$ cat config.mk
export PLATFORM = sky130hd
export DESIGN_NAME = acg_ctrl
export DESIGN_NICKNAME = d
export VERILOG_FILES = /design/src/acg_pkg.sv /design/src/acg_ctrl.sv
export VERILOG_INCLUDE_DIRS = /design/src
export SDC_FILE = /design/constraint.sdc
export NUM_CORES = 1
export LEC_CHECK = 0
export ABC_AREA = 1
export BUFFER_PORTS_ARGS = -buffer_cell sky130_fd_sc_hd__buf_2
export CAP_MARGIN = 10
export CORE_MARGIN = 3
export CORE_UTILIZATION = 40
export CTS_BUF_LIST = sky130_fd_sc_hd__clkbuf_8
export DETAILED_ROUTE_END_ITERATION = 10
export PLACE_DENSITY_LB_ADDON = 0.08
export SYNTH_ARGS = -nofsm -noshare
export SYNTH_HDL_FRONTEND = slang
export SYNTH_SLANG_ARGS = --single-unit
$ cat constraint.sdc
create_clock -name clk_sys -period 4.47 [get_ports clk_sys]
set_input_delay 0.894 -clock clk_sys [delete_from_list [all_inputs] [get_ports clk_sys]]
set_output_delay 0.894 -clock clk_sys [all_outputs]
set_load 0.03 [all_outputs]
$ cat src/acg_cfg.svh
// acg_cfg.svh: offsets, field positions, reset values and timing counts
// assumes a 200 MHz clk_sys; included by the acg_ctrl module only
`ifndef ACG_CFG_SVH
`define ACG_CFG_SVH

// register offsets (register index on the plain port)
`define ACG_ADDR_CTL1 4'h1
`define ACG_ADDR_CTL2 4'h2
`define ACG_ADDR_CTL3 4'h3
`define ACG_ADDR_HI 4'h4
`define ACG_ADDR_LO 4'h5
`define ACG_ADDR_RES 4'hc

// reset values
`define ACG_CTL1_RST 16'h0000
`define ACG_CTL2_RST 16'h4040
`define ACG_CTL3_RST 16'h0000
`define ACG_LIM_RST 16'h0000
`define ACG_RES_RST 16'h0000

// control_one fields
`define ACG_B_ALERT_FN 15
`define ACG_F_CHSEL 14:12
`define ACG_F_MODE 11:10
`define ACG_F_ACQ 9:8
`define ACG_F_TMR 7:0
`define ACG_MODE_MANUAL 2'h1
`define ACG_MODE_REPEAT 2'h2

// control_two fields
`define ACG_B_GPIO_EN 13
`define ACG_B_GPIO_DAT 12
`define ACG_B_GPIO_DIR 11
`define ACG_B_PIN_POLARITY_BIT 10
`define ACG_F_MED 6:5
`define ACG_F_FCD 2:0

// control_three fields
`define ACG_B_HI_ST 15
`define ACG_B_LO_ST 14
`define ACG_B_GPIO_MASK 12
`define ACG_B_HI_EN 11
`define ACG_B_LO_EN 10
`define ACG_F_SEQ 5:0

// converter channel codes
`define ACG_CH_TEMP 3'h1
`define ACG_CH_BAT 3'h2
`define ACG_CH_AUX 3'h3
`define ACG_CH_Z2 3'h4
`define ACG_CH_Z1 3'h5
`define ACG_CH_Y 3'h6
`define ACG_CH_X 3'h7

// times in ns and derived cycle counts
`define ACG_CLK_NS 5
`define ACG_T_ACQ_BASE_NS 2000
`define ACG_T_ACQ_TEMP_NS 16000
`define ACG_T_CONV_NS 7500
`define ACG_T_SORT_NS 2000
`define ACG_T_FCD_STEP_NS 128000
`define ACG_T_TMR_STEP_NS 36800
`define ACG_ACQ_BASE_CYC ((`ACG_T_ACQ_BASE_NS + `ACG_CLK_NS - 1) / `ACG_CLK_NS)
`define ACG_ACQ_TEMP_CYC ((`ACG_T_ACQ_TEMP_NS + `ACG_CLK_NS - 1) / `ACG_CLK_NS)
`define ACG_CONV_CYC ((`ACG_T_CONV_NS + `ACG_CLK_NS - 1) / `ACG_CLK_NS)
`define ACG_SORT_CYC ((`ACG_T_SORT_NS + `ACG_CLK_NS - 1) / `ACG_CLK_NS)
`define ACG_FCD_STEP_CYC ((`ACG_T_FCD_STEP_NS + `ACG_CLK_NS - 1) / `ACG_CLK_NS)
`define ACG_TMR_STEP_CYC (`ACG_T_TMR_STEP_NS / `ACG_CLK_NS)

`endif

$ cat src/acg_pkg.sv
// acg_pkg: types shared by the control block and its surroundings
// assumes acg_cfg.svh is on the include path
package acg_pkg;
    typedef enum logic [2:0] {
        ST_IDLE, ST_SETTLE, ST_ACQ, ST_CONV, ST_SORT, ST_TRAIL, ST_WAIT
    } acg_state_t;

    typedef struct packed {
        logic wr;
        logic rd;
        logic [3:0] addr;
        logic [15:0] wdata;
    } acg_bus_req_t;

    typedef struct packed {
        logic acq_en;
        logic divider_en;
        logic strobe;
        logic [2:0] chan;
    } acg_conv_t;
endpackage : acg_pkg

$ cat src/acg_ctrl.sv
// acg_ctrl: register file, limit check, general-purpose pin and sequencer
// assumes one 200 MHz clock, synchronous inputs and an external converter
// that presents adc_data in every cycle in which conv.strobe is high
//
// Contract
// divider on only while acquiring battery
// code 010 converts battery into result
// shared high and low limits registers
// compare each aux/battery result, set flags
// flag alerts only if function and enable
// pin enable bit gates all pin config
// pin data held in control_two bit 12
// direction bit: 0 output, 1 input follows
// polarity 1 maps data to pin directly
// polarity 0 inverts both directions
// control_three bit 12 masks pin alert
// pin alert only in input mode set
// pin alert held until pin or enable changes
// settle before screen channels, once otherwise
// trailing settle after the last channel
// measurement is acquisition, conversion, sort
// temperature uses fixed 16 us acquisition
// median off skips sort time
// channel repeats median count times
// up to six channels, settle, idle timer
// code 011 converts auxiliary into result
// repeat starts only after idle timer
`timescale 1ns/100ps
`include "acg_cfg.svh"

module acg_ctrl #(
    parameter int FCD_STEP_CYC = `ACG_FCD_STEP_CYC,
    parameter int TMR_STEP_CYC = `ACG_TMR_STEP_CYC,
    parameter int CNT_W = 22
) (
    // clock and reset
    input wire logic clk_sys,
    input wire logic srst,
    // register port
    input acg_pkg::acg_bus_req_t req,
    output logic [15:0] reg_rdata,
    // converter
    output acg_pkg::acg_conv_t conv,
    input wire logic [11:0] adc_data,
    // multifunction pin and alert
    input wire logic gpio_in,
    output logic gpio_out,
    output logic gpio_oe,
    output logic alert_n
);
    import acg_pkg::*;

    logic [15:0] ctl1_r, ctl1_nxt, ctl2_r, ctl2_nxt, ctl3_r, ctl3_nxt;
    logic [15:0] hi_r, hi_nxt, lo_r, lo_nxt, res_r, res_nxt;
    logic [15:0] rdata_r, rdata_nxt;
    logic gal_r, gal_nxt, alert_n_r, alert_n_nxt;
    logic gout_r, gout_nxt, goe_r, goe_nxt;
    logic pin_d_r, en_d_r, cond_d_r, cond;
    acg_state_t st_r, st_nxt;
    logic [CNT_W-1:0] cnt_r, cnt_nxt;
    logic [5:0] pend_r, pend_nxt, rest;
    logic [2:0] code_r, code_nxt;
    logic [4:0] rep_r, rep_nxt, med_cnt;
    acg_conv_t conv_r, conv_nxt;
    logic go, man_go, done, store;
    logic [15:0] len_r;

    function automatic logic [2:0] lowest(input logic [5:0] m);
        logic [2:0] idx;
        idx = 3'h0;
        for (int i = 5; i >= 0; i--) begin
            if (m[i]) begin
                idx = 3'(i);
            end
        end
        return idx;
    endfunction : lowest

    function automatic logic [2:0] slot_code(input logic [2:0] s,
                                             input logic [2:0] sel);
        logic [2:0] c;
        unique case (s)
            3'h0: c = `ACG_CH_X;
            3'h1: c = `ACG_CH_Y;
            3'h2: c = `ACG_CH_Z1;
            3'h3: c = `ACG_CH_Z2;
            3'h4: c = (sel == `ACG_CH_BAT) ? `ACG_CH_BAT : `ACG_CH_AUX;
            default: c = `ACG_CH_TEMP;
        endcase
        return c;
    endfunction : slot_code

    // cycles minus one, so a state lasts exactly the figure
    function automatic logic [CNT_W-1:0] acq_cyc(input logic [2:0] c,
                                                 input logic [1:0] a);
        int n;
        n = (`ACG_ACQ_BASE_CYC << a) - 1;
        if (c == `ACG_CH_TEMP) begin
            n = `ACG_ACQ_TEMP_CYC - 1;
        end
        return CNT_W'(n);
    endfunction : acq_cyc

    logic [CNT_W-1:0] fcd_cyc, tmr_cyc;
    assign fcd_cyc = CNT_W'((int'(ctl2_r[`ACG_F_FCD]) + 1) * FCD_STEP_CYC - 1);
    assign tmr_cyc = CNT_W'(int'(ctl1_r[`ACG_F_TMR]) * TMR_STEP_CYC - 1);

    // median setting: off, 4, 8, 16 measurements per channel
    always_comb begin
        unique case (ctl2_r[`ACG_F_MED])
            2'h0: med_cnt = 5'd1;
            2'h1: med_cnt = 5'd4;
            2'h2: med_cnt = 5'd8;
            default: med_cnt = 5'd16;
        endcase
    end

    assign man_go = req.wr && req.addr == `ACG_ADDR_CTL1
        && req.wdata[`ACG_F_MODE] == `ACG_MODE_MANUAL;
    assign go = man_go || (ctl1_r[`ACG_F_MODE] == `ACG_MODE_REPEAT
        && ctl3_r[`ACG_F_SEQ] != 6'h00);
    assign rest = pend_r & (pend_r - 6'h01);

    // sequencer
    always_comb begin
        st_nxt = st_r;
        cnt_nxt = (cnt_r != '0) ? cnt_r - 1'b1 : cnt_r;
        pend_nxt = pend_r;
        code_nxt = code_r;
        rep_nxt = rep_r;
        done = 1'b0;
        unique case (st_r)
            ST_IDLE: begin
                if (go) begin
                    pend_nxt = man_go ? 6'h01 : ctl3_r[`ACG_F_SEQ];
                    code_nxt = man_go ? req.wdata[`ACG_F_CHSEL]
                        : slot_code(lowest(ctl3_r[`ACG_F_SEQ]),
                                    ctl1_r[`ACG_F_CHSEL]);
                    st_nxt = ST_SETTLE;
                    cnt_nxt = fcd_cyc;
                end
            end
            ST_SETTLE: begin
                if (cnt_r == '0) begin
                    st_nxt = ST_ACQ;
                    cnt_nxt = acq_cyc(code_r, ctl1_r[`ACG_F_ACQ]);
                    rep_nxt = med_cnt;
                end
            end
            ST_ACQ: begin
                if (cnt_r == '0) begin
                    st_nxt = ST_CONV;
                    cnt_nxt = CNT_W'(`ACG_CONV_CYC - 1);
                end
            end
            ST_CONV: begin
                if (cnt_r == '0) begin
                    if (ctl2_r[`ACG_F_MED] != 2'h0) begin
                        st_nxt = ST_SORT;
                        cnt_nxt = CNT_W'(`ACG_SORT_CYC - 1);
                    end else begin
                        done = 1'b1;
                    end
                end
            end
            ST_SORT: begin
                done = (cnt_r == '0);
            end
            ST_TRAIL: begin
                if (cnt_r == '0) begin
                    st_nxt = ST_IDLE;
                    if (ctl1_r[`ACG_F_MODE] == `ACG_MODE_REPEAT
                        && ctl1_r[`ACG_F_TMR] != 8'h00) begin
                        st_nxt = ST_WAIT;
                        cnt_nxt = tmr_cyc;
                    end
                end
            end
            ST_WAIT: begin
                if (cnt_r == '0) begin
                    st_nxt = ST_IDLE;
                end
            end
        endcase
        if (done) begin
            if (rep_r > 5'd1) begin
                rep_nxt = rep_r - 5'd1;
                st_nxt = ST_ACQ;
                cnt_nxt = acq_cyc(code_r, ctl1_r[`ACG_F_ACQ]);
            end else if (rest != 6'h00) begin
                pend_nxt = rest;
                code_nxt = slot_code(lowest(rest), ctl1_r[`ACG_F_CHSEL]);
                rep_nxt = med_cnt;
                if (code_nxt[2]) begin
                    st_nxt = ST_SETTLE;
                    cnt_nxt = fcd_cyc;
                end else begin
                    st_nxt = ST_ACQ;
                    cnt_nxt = acq_cyc(code_nxt, ctl1_r[`ACG_F_ACQ]);
                end
            end else begin
                pend_nxt = 6'h00;
                st_nxt = ST_TRAIL;
                cnt_nxt = fcd_cyc;
            end
        end
        conv_nxt.acq_en = (st_nxt == ST_ACQ);
        conv_nxt.divider_en = (st_nxt == ST_ACQ)
            && (code_nxt == `ACG_CH_BAT);
        conv_nxt.strobe = (st_nxt == ST_CONV) && (cnt_nxt == '0);
        conv_nxt.chan = code_nxt;
    end

    always_ff @(posedge clk_sys) begin
        if (srst) begin
            st_r <= ST_IDLE;
            cnt_r <= '0;
            pend_r <= 6'h00;
            code_r <= 3'h0;
            rep_r <= 5'd0;
            conv_r <= '0;
        end else begin
            st_r <= st_nxt;
            cnt_r <= cnt_nxt;
            pend_r <= pend_nxt;
            code_r <= code_nxt;
            rep_r <= rep_nxt;
            conv_r <= conv_nxt;
        end
    end

    // last measurement of an auxiliary or battery channel is kept
    assign store = st_r == ST_CONV && cnt_r == '0 && rep_r == 5'd1
        && (code_r == `ACG_CH_BAT || code_r == `ACG_CH_AUX);
    assign cond = ctl2_r[`ACG_B_GPIO_EN] && ctl2_r[`ACG_B_GPIO_DIR]
        && ctl2_r[`ACG_B_GPIO_DAT];

    // registers, limit flags, pin and alert
    always_comb begin
        ctl1_nxt = ctl1_r;
        ctl2_nxt = ctl2_r;
        ctl3_nxt = ctl3_r;
        hi_nxt = hi_r;
        lo_nxt = lo_r;
        res_nxt = res_r;
        rdata_nxt = 16'h0000;
        if (req.wr) begin
            unique case (req.addr)
                `ACG_ADDR_CTL1: ctl1_nxt = req.wdata;
                `ACG_ADDR_CTL2: ctl2_nxt = req.wdata;
                `ACG_ADDR_CTL3: begin
                    ctl3_nxt = req.wdata;
                    ctl3_nxt[`ACG_B_HI_ST] = ctl3_r[`ACG_B_HI_ST]
                        && !req.wdata[`ACG_B_HI_ST];
                    ctl3_nxt[`ACG_B_LO_ST] = ctl3_r[`ACG_B_LO_ST]
                        && !req.wdata[`ACG_B_LO_ST];
                end
                `ACG_ADDR_HI: hi_nxt = req.wdata;
                `ACG_ADDR_LO: lo_nxt = req.wdata;
                default: ;
            endcase
        end
        if (ctl2_r[`ACG_B_GPIO_EN] && ctl2_r[`ACG_B_GPIO_DIR]) begin
            // input mode: pin owns the data bit
            ctl2_nxt[`ACG_B_GPIO_DAT] = gpio_in ^ !ctl2_r[`ACG_B_PIN_POLARITY_BIT];
        end
        if (store) begin
            res_nxt = {4'h0, adc_data};
            if ({4'h0, adc_data} > hi_r) begin
                ctl3_nxt[`ACG_B_HI_ST] = 1'b1;
            end
            if ({4'h0, adc_data} < lo_r) begin
                ctl3_nxt[`ACG_B_LO_ST] = 1'b1;
            end
        end
        if (req.rd) begin
            unique case (req.addr)
                `ACG_ADDR_CTL1: rdata_nxt = ctl1_r;
                `ACG_ADDR_CTL2: rdata_nxt = ctl2_r;
                `ACG_ADDR_CTL3: rdata_nxt = ctl3_r;
                `ACG_ADDR_HI: rdata_nxt = hi_r;
                `ACG_ADDR_LO: rdata_nxt = lo_r;
                `ACG_ADDR_RES: rdata_nxt = res_r;
                default: rdata_nxt = 16'h0000;
            endcase
        end
        // pin alert: set when the condition rises, held until pin or enable moves
        gal_nxt = gal_r;
        if (gpio_in != pin_d_r || ctl2_r[`ACG_B_GPIO_EN] != en_d_r) begin
            gal_nxt = 1'b0;
        end
        if (cond && !cond_d_r) begin
            gal_nxt = 1'b1;
        end
        alert_n_nxt = !(ctl1_r[`ACG_B_ALERT_FN]
            && ((ctl3_r[`ACG_B_HI_ST] && ctl3_r[`ACG_B_HI_EN])
                || (ctl3_r[`ACG_B_LO_ST] && ctl3_r[`ACG_B_LO_EN])
                || (gal_r && !ctl3_r[`ACG_B_GPIO_MASK])));
        goe_nxt = ctl2_r[`ACG_B_GPIO_EN] && !ctl2_r[`ACG_B_GPIO_DIR];
        gout_nxt = goe_nxt
            && (ctl2_r[`ACG_B_GPIO_DAT] ^ !ctl2_r[`ACG_B_PIN_POLARITY_BIT]);
    end

    always_ff @(posedge clk_sys) begin
        if (srst) begin
            ctl1_r <= `ACG_CTL1_RST;
            ctl2_r <= `ACG_CTL2_RST;
            ctl3_r <= `ACG_CTL3_RST;
            hi_r <= `ACG_LIM_RST;
            lo_r <= `ACG_LIM_RST;
            res_r <= `ACG_RES_RST;
            rdata_r <= 16'h0000;
            gal_r <= 1'b0;
            alert_n_r <= 1'b1;
            goe_r <= 1'b0;
            gout_r <= 1'b0;
            pin_d_r <= 1'b0;
            en_d_r <= 1'b0;
            cond_d_r <= 1'b0;
        end else begin
            ctl1_r <= ctl1_nxt;
            ctl2_r <= ctl2_nxt;
            ctl3_r <= ctl3_nxt;
            hi_r <= hi_nxt;
            lo_r <= lo_nxt;
            res_r <= res_nxt;
            rdata_r <= rdata_nxt;
            gal_r <= gal_nxt;
            alert_n_r <= alert_n_nxt;
            goe_r <= goe_nxt;
            gout_r <= gout_nxt;
            pin_d_r <= gpio_in;
            en_d_r <= ctl2_r[`ACG_B_GPIO_EN];
            cond_d_r <= cond;
        end
    end

    assign reg_rdata = rdata_r;
    assign conv = conv_r;
    assign gpio_out = gout_r;
    assign gpio_oe = goe_r;
    assign alert_n = alert_n_r;

    // helper: cycles spent in the current sequencer state
    always_ff @(posedge clk_sys) begin
        if (srst) begin
            len_r <= 16'h0001;
        end else if (st_nxt != st_r) begin
            len_r <= 16'h0001;
        end else begin
            len_r <= len_r + 16'h0001;
        end
    end
endmodule : acg_ctrl

# [Yosys cells after proc, flatten, opt, wreduce, memory -nomap -nowiden]
# Cells that the tools add are included.
[op_classes] muxes=83 n_addsub=7 order_cmp=3 n_bitwise=4 reduce_logical=53 eq_ne=35 shifts=1 n_mul=2
[ops] cell="22-bit 2-to-1 mux" n=14
[ops] cell="3-bit 2-to-1 mux" n=37
[ops] cell="22-bit case mux with 5 select lines" n=1
[ops] cell="16-bit case mux with 6 select lines" n=1
[ops] cell="22-bit zero test" n=2
[ops] cell="3-bit by 2-bit equality test with 1-bit output, second input constant" n=12
[ops] cell="6-bit 2-to-1 mux" n=6
[ops] cell="16-bit 2-to-1 mux" n=2
[ops] cell="3-bit case mux with 5 select lines" n=2
[ops] cell="13-bit 2-to-1 mux" n=2
[ops] cell="5-bit 2-to-1 mux" n=5
[ops] cell="22-bit nonzero test" n=1
[ops] cell="9-bit by 2-bit left shift with 22-bit output, first input constant" n=1
[ops] cell="21-bit by 1-bit subtractor with 22-bit output, second input constant" n=1
[ops] cell="22-bit by 1-bit subtractor with 22-bit output, second input constant" n=1
[ops] cell="22-bit by 2-bit subtractor with 22-bit output, second input constant" n=1
[ops] cell="1-bit logical AND" n=20
[ops] cell="19-bit by 1-bit subtractor with 20-bit output, second input constant" n=1
[ops] cell="3-bit case mux with 6 select lines" n=1
[ops] cell="12-bit by 16-bit greater-than comparator with 1-bit output" n=1
[ops] cell="12-bit by 16-bit less-than comparator with 1-bit output" n=1
[ops] cell="3-bit by 1-bit equality test with 1-bit output, second input constant" n=5
[ops] cell="3-bit equality test, second input constant" n=5
[ops] cell="8-bit by 7-bit multiplier with 15-bit output, second input constant" n=1
[ops] cell="29 further kinds" n=64
[totals] in_bits=37 word_cells=212 reg_bits=157

# [Longest topological paths before layout]
[logic_depth] depth_word=24 mapped_depth=26

# [Least setup slack after synthesis]
# No wires, ideal clock.
[synth_timing] path_kind="reg2reg" from="register ctl1_r[1]" to="register conv_r (netlist bit conv[3])" t_required_ns=4.397 setup_ns=0.073 synth_period_minus_slack_ns=4.200 n_path_buf=0 path_stages_with_launch=23 path_slack_ns=0.270 t_arrival_ns=4.127 cell_sequence="dfxtp_1 inv_1 fa_1 inv_1 fa_1 ha_1 inv_1 fa_1 inv_1 ha_1 a21oi_1 nand2_1 xnor2_1 nand2_1 nor2_1 nand2_1 nor2_1 nand2_1 nand3_1 nand2_1 nor2_1 nand3_1 nor3_2"
[synth_between] elab_chain_cells=8
[synth_lines] item="start: declaration" line="acg_ctrl.sv:53" rtl="logic [15:0] ctl1_r, ctl1_nxt, ctl2_r, ctl2_nxt, ctl3_r, ctl3_nxt;"
[synth_lines] item="start signal: assignment" line="acg_ctrl.sv:306" rtl="ctl1_r <= `ACG_CTL1_RST;"
[synth_lines] item="start signal: assignment" line="acg_ctrl.sv:321" rtl="ctl1_r <= ctl1_nxt;"
[synth_lines] item="8-bit by 7-bit multiplier with 15-bit output or 8-bit nonzero test (tied branches)" line="acg_ctrl.sv:106, acg_ctrl.sv:173"
[synth_lines] item="21-bit by 1-bit subtractor with 22-bit output or 1-bit logical AND (tied branches)" line="acg_ctrl.sv:106, acg_ctrl.sv:172"
[synth_lines] item="22-bit 2-to-1 mux or 3-bit 2-to-1 mux (tied branches)" line="acg_ctrl.sv:172" rtl="if (ctl1_r[`ACG_F_MODE] == `ACG_MODE_REPEAT"
[synth_lines] item="22-bit 2-to-1 mux or 3-bit 2-to-1 mux (tied branches)" line="acg_ctrl.sv:170" rtl="if (cnt_r == '0) begin"
[synth_lines] item="22-bit case mux with 5 select lines or 3-bit case mux with 6 select lines (tied branches)" line="acg_ctrl.sv:132" rtl="unique case (st_r)"
[synth_lines] item="22-bit 2-to-1 mux or 3-bit 2-to-1 mux (tied branches)" line="acg_ctrl.sv:185" rtl="if (done) begin"
[synth_lines] item="22-bit zero test or 3-bit by 2-bit equality test with 1-bit output (tied branches)" line="acg_ctrl.sv:210" rtl="conv_nxt.strobe = (st_nxt == ST_CONV) && (cnt_nxt == '0);"
[synth_lines] item="1-bit logical AND (*)" line="acg_ctrl.sv:210"
[synth_lines] item="end signal: assignment" line="acg_ctrl.sv:228" rtl="conv_r <= conv_nxt;"
[synth_lines] item="end: declaration" line="acg_ctrl.sv:64" rtl="acg_conv_t conv_r, conv_nxt;"
# Every way passes the cells marked *; elsewhere a longest branch is shown, timed or not.
# A chain may end at the register's enable or synchronous reset.

# [Worst setup path after layout]
[layout_timing] from="register ctl1_r[2]" to="register conv_r (netlist bit conv[3])"
# The elaborated chain is that of the path after synthesis.

==> flow_summary.json <==
{
  "sequential_fraction_of_design_power": 0.326,
  "clkTransAtPathRegs_ns": 0.10,
  "met3_wirelength_mm": 1.81,
  "detail_route.first_pass.iterations": 6,
  "grt_first_pass_wirelength_mm": 58.1,
  "gp_congestion": 0.931,
  "wire_per_inst_um": 17.6,
  "worstPathBufferInverterCount": 4,
  "clk_tree_root_cell": "sky130_fd_sc_hd__clkbuf_8",
  "io_buffers": 61,
  "clock_tree_skew_after_final_layout_ns": 0.0308,
  "syn_to_final_growth_pct": 12.2,
  "place.detailed.instances": 2061,
  "synth_async_sr_flop_share": 0,
  "maxUsedRoutingLayer": "met4",
  "clock_tree.htree_level_count": 4,
  "yosysSeqAreaShare": 0.284,
  "antenna_found_initial": 0,
  "setup_viol": 0,
  "fp.coreArea_sq_um": 27100,
  "path_common_cell": "sky130_fd_sc_hd__nand2_1",
  "power.switching_fraction": 0.459,
  "clk_pwr_share": 0.229,
  "endpoint_kind": "register",
  "yosys_warnings": 0,
  "slowest_delay_ns": 0.50,
  "drt.antenna.violating_nets": 0,
  "hold_violations": 0,
  "initial_utilization": 0.409,
  "synthesized_instance_count": 1651,
  "timing.setup.critical_path_class": "register to register",
  "cell_internal_pwr_mw": 2.66,
  "setup_repair_after_global_routing_missed_its_margin": "true",
  "first_global_vias": 10400,
  "io-pin-count": 62,
  "power_per_cell_area_nw_per_um2": 395,
  "cts_made_buffers": 17,
  "met1Wirelength_mm": 17.1,
  "global_route_total_overflow": 0,
  "final.period_utilization": 0.945,
  "dr.first_iter.drc_count": 843,
  "crit_path_dat_ns": 4.61,
  "dp.final_hpwl_mm": 28.4,
  "netlist_area_sq_um": 11100,
  "clockBufferDepth": 2,
  "ys_seq_elements": 157,
  "layout.core_utilization": 0.459,
  "critPathTopFamily": "adder cells",
  "synth.area.top_cells": "sky130_fd_sc_hd__dfxtp_1, sky130_fd_sc_hd__nand2_1, sky130_fd_sc_hd__ha_1, sky130_fd_sc_hd__inv_1, sky130_fd_sc_hd__a21oi_1",
  "post-synth-top-area-fraction": 0.284,
  "cts_tree": "done",
  "final_period_minus_worst_setup_slack_ns": 4.22,
  "final_nets": 1853,
  "tightest_slew_ns": 0.947,
  "slowest_stage": "sky130_fd_sc_hd__fa_1",
  "achievable-frequency_mhz": 237,
  "timing.final.max_slew_violations": 0,
  "vias_per_cell": 5.23,
  "syn_area_per_cell_sq_um": 6.71,
  "peakVddDrop_mv": 0.203,
  "synth.net_count": 1790,
  "met2WireLength_mm": 17.2,
  "synth_edf_count": 0,
  "route.vias.total": 11000,
  "postCtsHoldBufs": 0,
  "totalNegativeSetupSlack_ns": 0,
  "cap_violations": 0,
  "dieWidth_um": 172,
  "drc_errors": 0,
  "finalNonFillerCells": 2099,
  "grtUsageTotal": 0.252,
  "numClockSinks": 157,
  "comb_power_share": 0.445,
  "die_height_um": 172,
  "grt_start_max_net_pins": 72,
  "postRouteWirelength_mm": 37.0,
  "fp-row-count": 60,
  "critical_path_peak_fanout": 5,
  "net_switching_power_figure_mw": 2.26,
  "floorplan.die_area_sq_um": 29700,
  "diodes": 0,
  "status": "finished clean",
  "crit_required_ns": 4.86,
  "synthFlopType": "sky130_fd_sc_hd__dfxtp_1",
  "power_leakage_nw": 5.74,
  "critical_path.startpoint_type": "register",
  "layout-drive-gt1-share": 0.117,
  "synth_area_leader_cell": "sky130_fd_sc_hd__dfxtp_1",
  "insertion_delay_of_the_later_clocked_pin_in_the_worst_skew_pair_ns": 0.48,
  "crit_chain": "inv_1 -> fa_1 -> inv_1 -> fa_1 -> ha_1 -> inv_1 -> fa_1 -> inv_1 -> ha_4 -> nand2_1 -> nor2_1 -> nand2_1 -> nand2_1 -> nand2_1 -> nand2_2 -> nand4_1 -> nor2_1 -> nand3_1 -> nand3_1 -> nand2_1 -> a21oi_2 -> nand3_1 -> nor3_2",
  "worst_min_path_class": "register to register",
  "post_synth_num_cell_types": 58,
  "worst_slew_margin_rel": 0.367
}
[metrics by stage]
step                      hold slack [ns]  power [mW]  cell area (sq um)  setup WS (ns)
after floorplan                     0.381        3.21              11100          0.270
after global placement              0.428        3.74              11800          0.131
after detailed placement            0.412        3.75              11800         0.0684
after CTS                           0.441        4.87              12300         0.0615
after global routing                0.459        5.27              12400        -0.0725
final                               0.441        4.91              12400          0.248
[final cells by class]
cell class / instances / area [sq um]
fill: 2843 / 14700
multi-input combinational: 1210 / 6980
sequential: 157 / 3150
inverter: 236 / 886
timing repair buffer: 92 / 538
tap: 372 / 465
clock buffer: 18 / 248
clock inverter: 14 / 168
[state kept, by name (all words and copies together) (netlist names), 3 cells and up]
name,cells
cnt_r,22
ctl1_r,16
ctl2_r,16
ctl3_r,16
hi_r,16
lo_r,16
reg_rdata,16
res_r,12
conv,6
pend_r,6
rep_r,5
st_r,3
[power groups by stage]
| stage | clock network [mW] | logic, mW | registers [mW] |
|---|---|---|---|
| CTS | 1.14 | 2.13 | 1.60 |
| floorplan | 0 | 1.61 | 1.60 |
| detailed placement | 0 | 2.12 | 1.63 |
| finish | 1.13 | 2.19 | 1.60 |
| global route | 1.20 | 2.47 | 1.61 |
| global placement | 0 | 2.11 | 1.63 |
[cells by family (layout without fill, tap and decap cells)]
group                    count (synthesis)  in the layout  share of synthesized area
AO/OA/AOI/OAI                          362            362                      0.188
AND/OR/NAND/NOR                        713            713                      0.281
XOR/XNOR                                32             32                     0.0253
adder cells (fa/ha/maj)                102            102                      0.123
flip-flops                             157            157                      0.284
other                                    1              1                   0.000339
buffers and inverters                  284            360                     0.0980
[Yosys cell counts (12+ instances only)]
cell type / number
sky130_fd_sc_hd__nor3_1: 20
sky130_fd_sc_hd__o21ai_0: 108
sky130_fd_sc_hd__nor2_1: 159
sky130_fd_sc_hd__clkbuf_1: 40
sky130_fd_sc_hd__a211oi_1: 18
sky130_fd_sc_hd__dfxtp_1: 157
sky130_fd_sc_hd__nand3_1: 105
sky130_fd_sc_hd__fa_1: 12
sky130_fd_sc_hd__nand2_1: 359
sky130_fd_sc_hd__nand4_1: 21
sky130_fd_sc_hd__a21oi_1: 152
sky130_fd_sc_hd__xor2_1: 18
sky130_fd_sc_hd__inv_1: 228
sky130_fd_sc_hd__o22ai_1: 23
sky130_fd_sc_hd__a41oi_1: 12
sky130_fd_sc_hd__o211ai_1: 14
sky130_fd_sc_hd__xnor2_1: 14
sky130_fd_sc_hd__ha_1: 90
[layout by cell type (no fill, tap or decap), types with 12 or more instances in the layout]
cell type / instances
sky130_fd_sc_hd__nand2_1: 351
sky130_fd_sc_hd__inv_1: 226
sky130_fd_sc_hd__nor2_1: 154
sky130_fd_sc_hd__dfxtp_1: 154
sky130_fd_sc_hd__a21oi_1: 148
sky130_fd_sc_hd__o21ai_0: 107
sky130_fd_sc_hd__nand3_1: 105
sky130_fd_sc_hd__ha_1: 87
sky130_fd_sc_hd__buf_2: 61
sky130_fd_sc_hd__buf_4: 31
sky130_fd_sc_hd__o22ai_1: 23
sky130_fd_sc_hd__nand4_1: 21
sky130_fd_sc_hd__xor2_1: 18
sky130_fd_sc_hd__nor3_1: 18
sky130_fd_sc_hd__a211oi_1: 18
sky130_fd_sc_hd__clkbuf_8: 18
sky130_fd_sc_hd__o211ai_1: 14
sky130_fd_sc_hd__nand2_2: 13
sky130_fd_sc_hd__xnor2_1: 13
sky130_fd_sc_hd__a41oi_1: 12
sky130_fd_sc_hd__fa_1: 12
[path summary, 6_finish.rpt]
check	start	endpoint	slack [ns]	depth (start not counted)
worst max-delay path	ctl1_r[2]$_SDFFE_PP0P_	conv[3]$_SDFF_PP0_	0.25	23
worst min-delay path	ctl1_r[15]$_SDFFE_PP0P_	alert_n$_SDFF_PP1_	0.44	1
worst max register to register	ctl1_r[2]$_SDFFE_PP0P_	conv[3]$_SDFF_PP0_	0.25	23
worst min register to register	ctl1_r[15]$_SDFFE_PP0P_	alert_n$_SDFF_PP1_	0.44	1
[metal layers]
| metal | GRT usage | vias to the layer above |
|---|---|---|
| met5 | 0 | - |
| met4 | 0.0750 | 0 |
| met3 | 0.0370 | 54 |
| met2 | 0.421 | 290 |
| met1 | 0.337 | 5048 |
| li1 | - | 5593 |
[timing repair]
action | 4_1_cts | 5_1_grt
buffers inserted | 0 | 6
endpoints found under the setup margin | 0 | 6
gates resized for setup | 0 | 32
hold endpoints to repair | 0 | 0
Note: power is estimated with default switching activity, not from simulation.
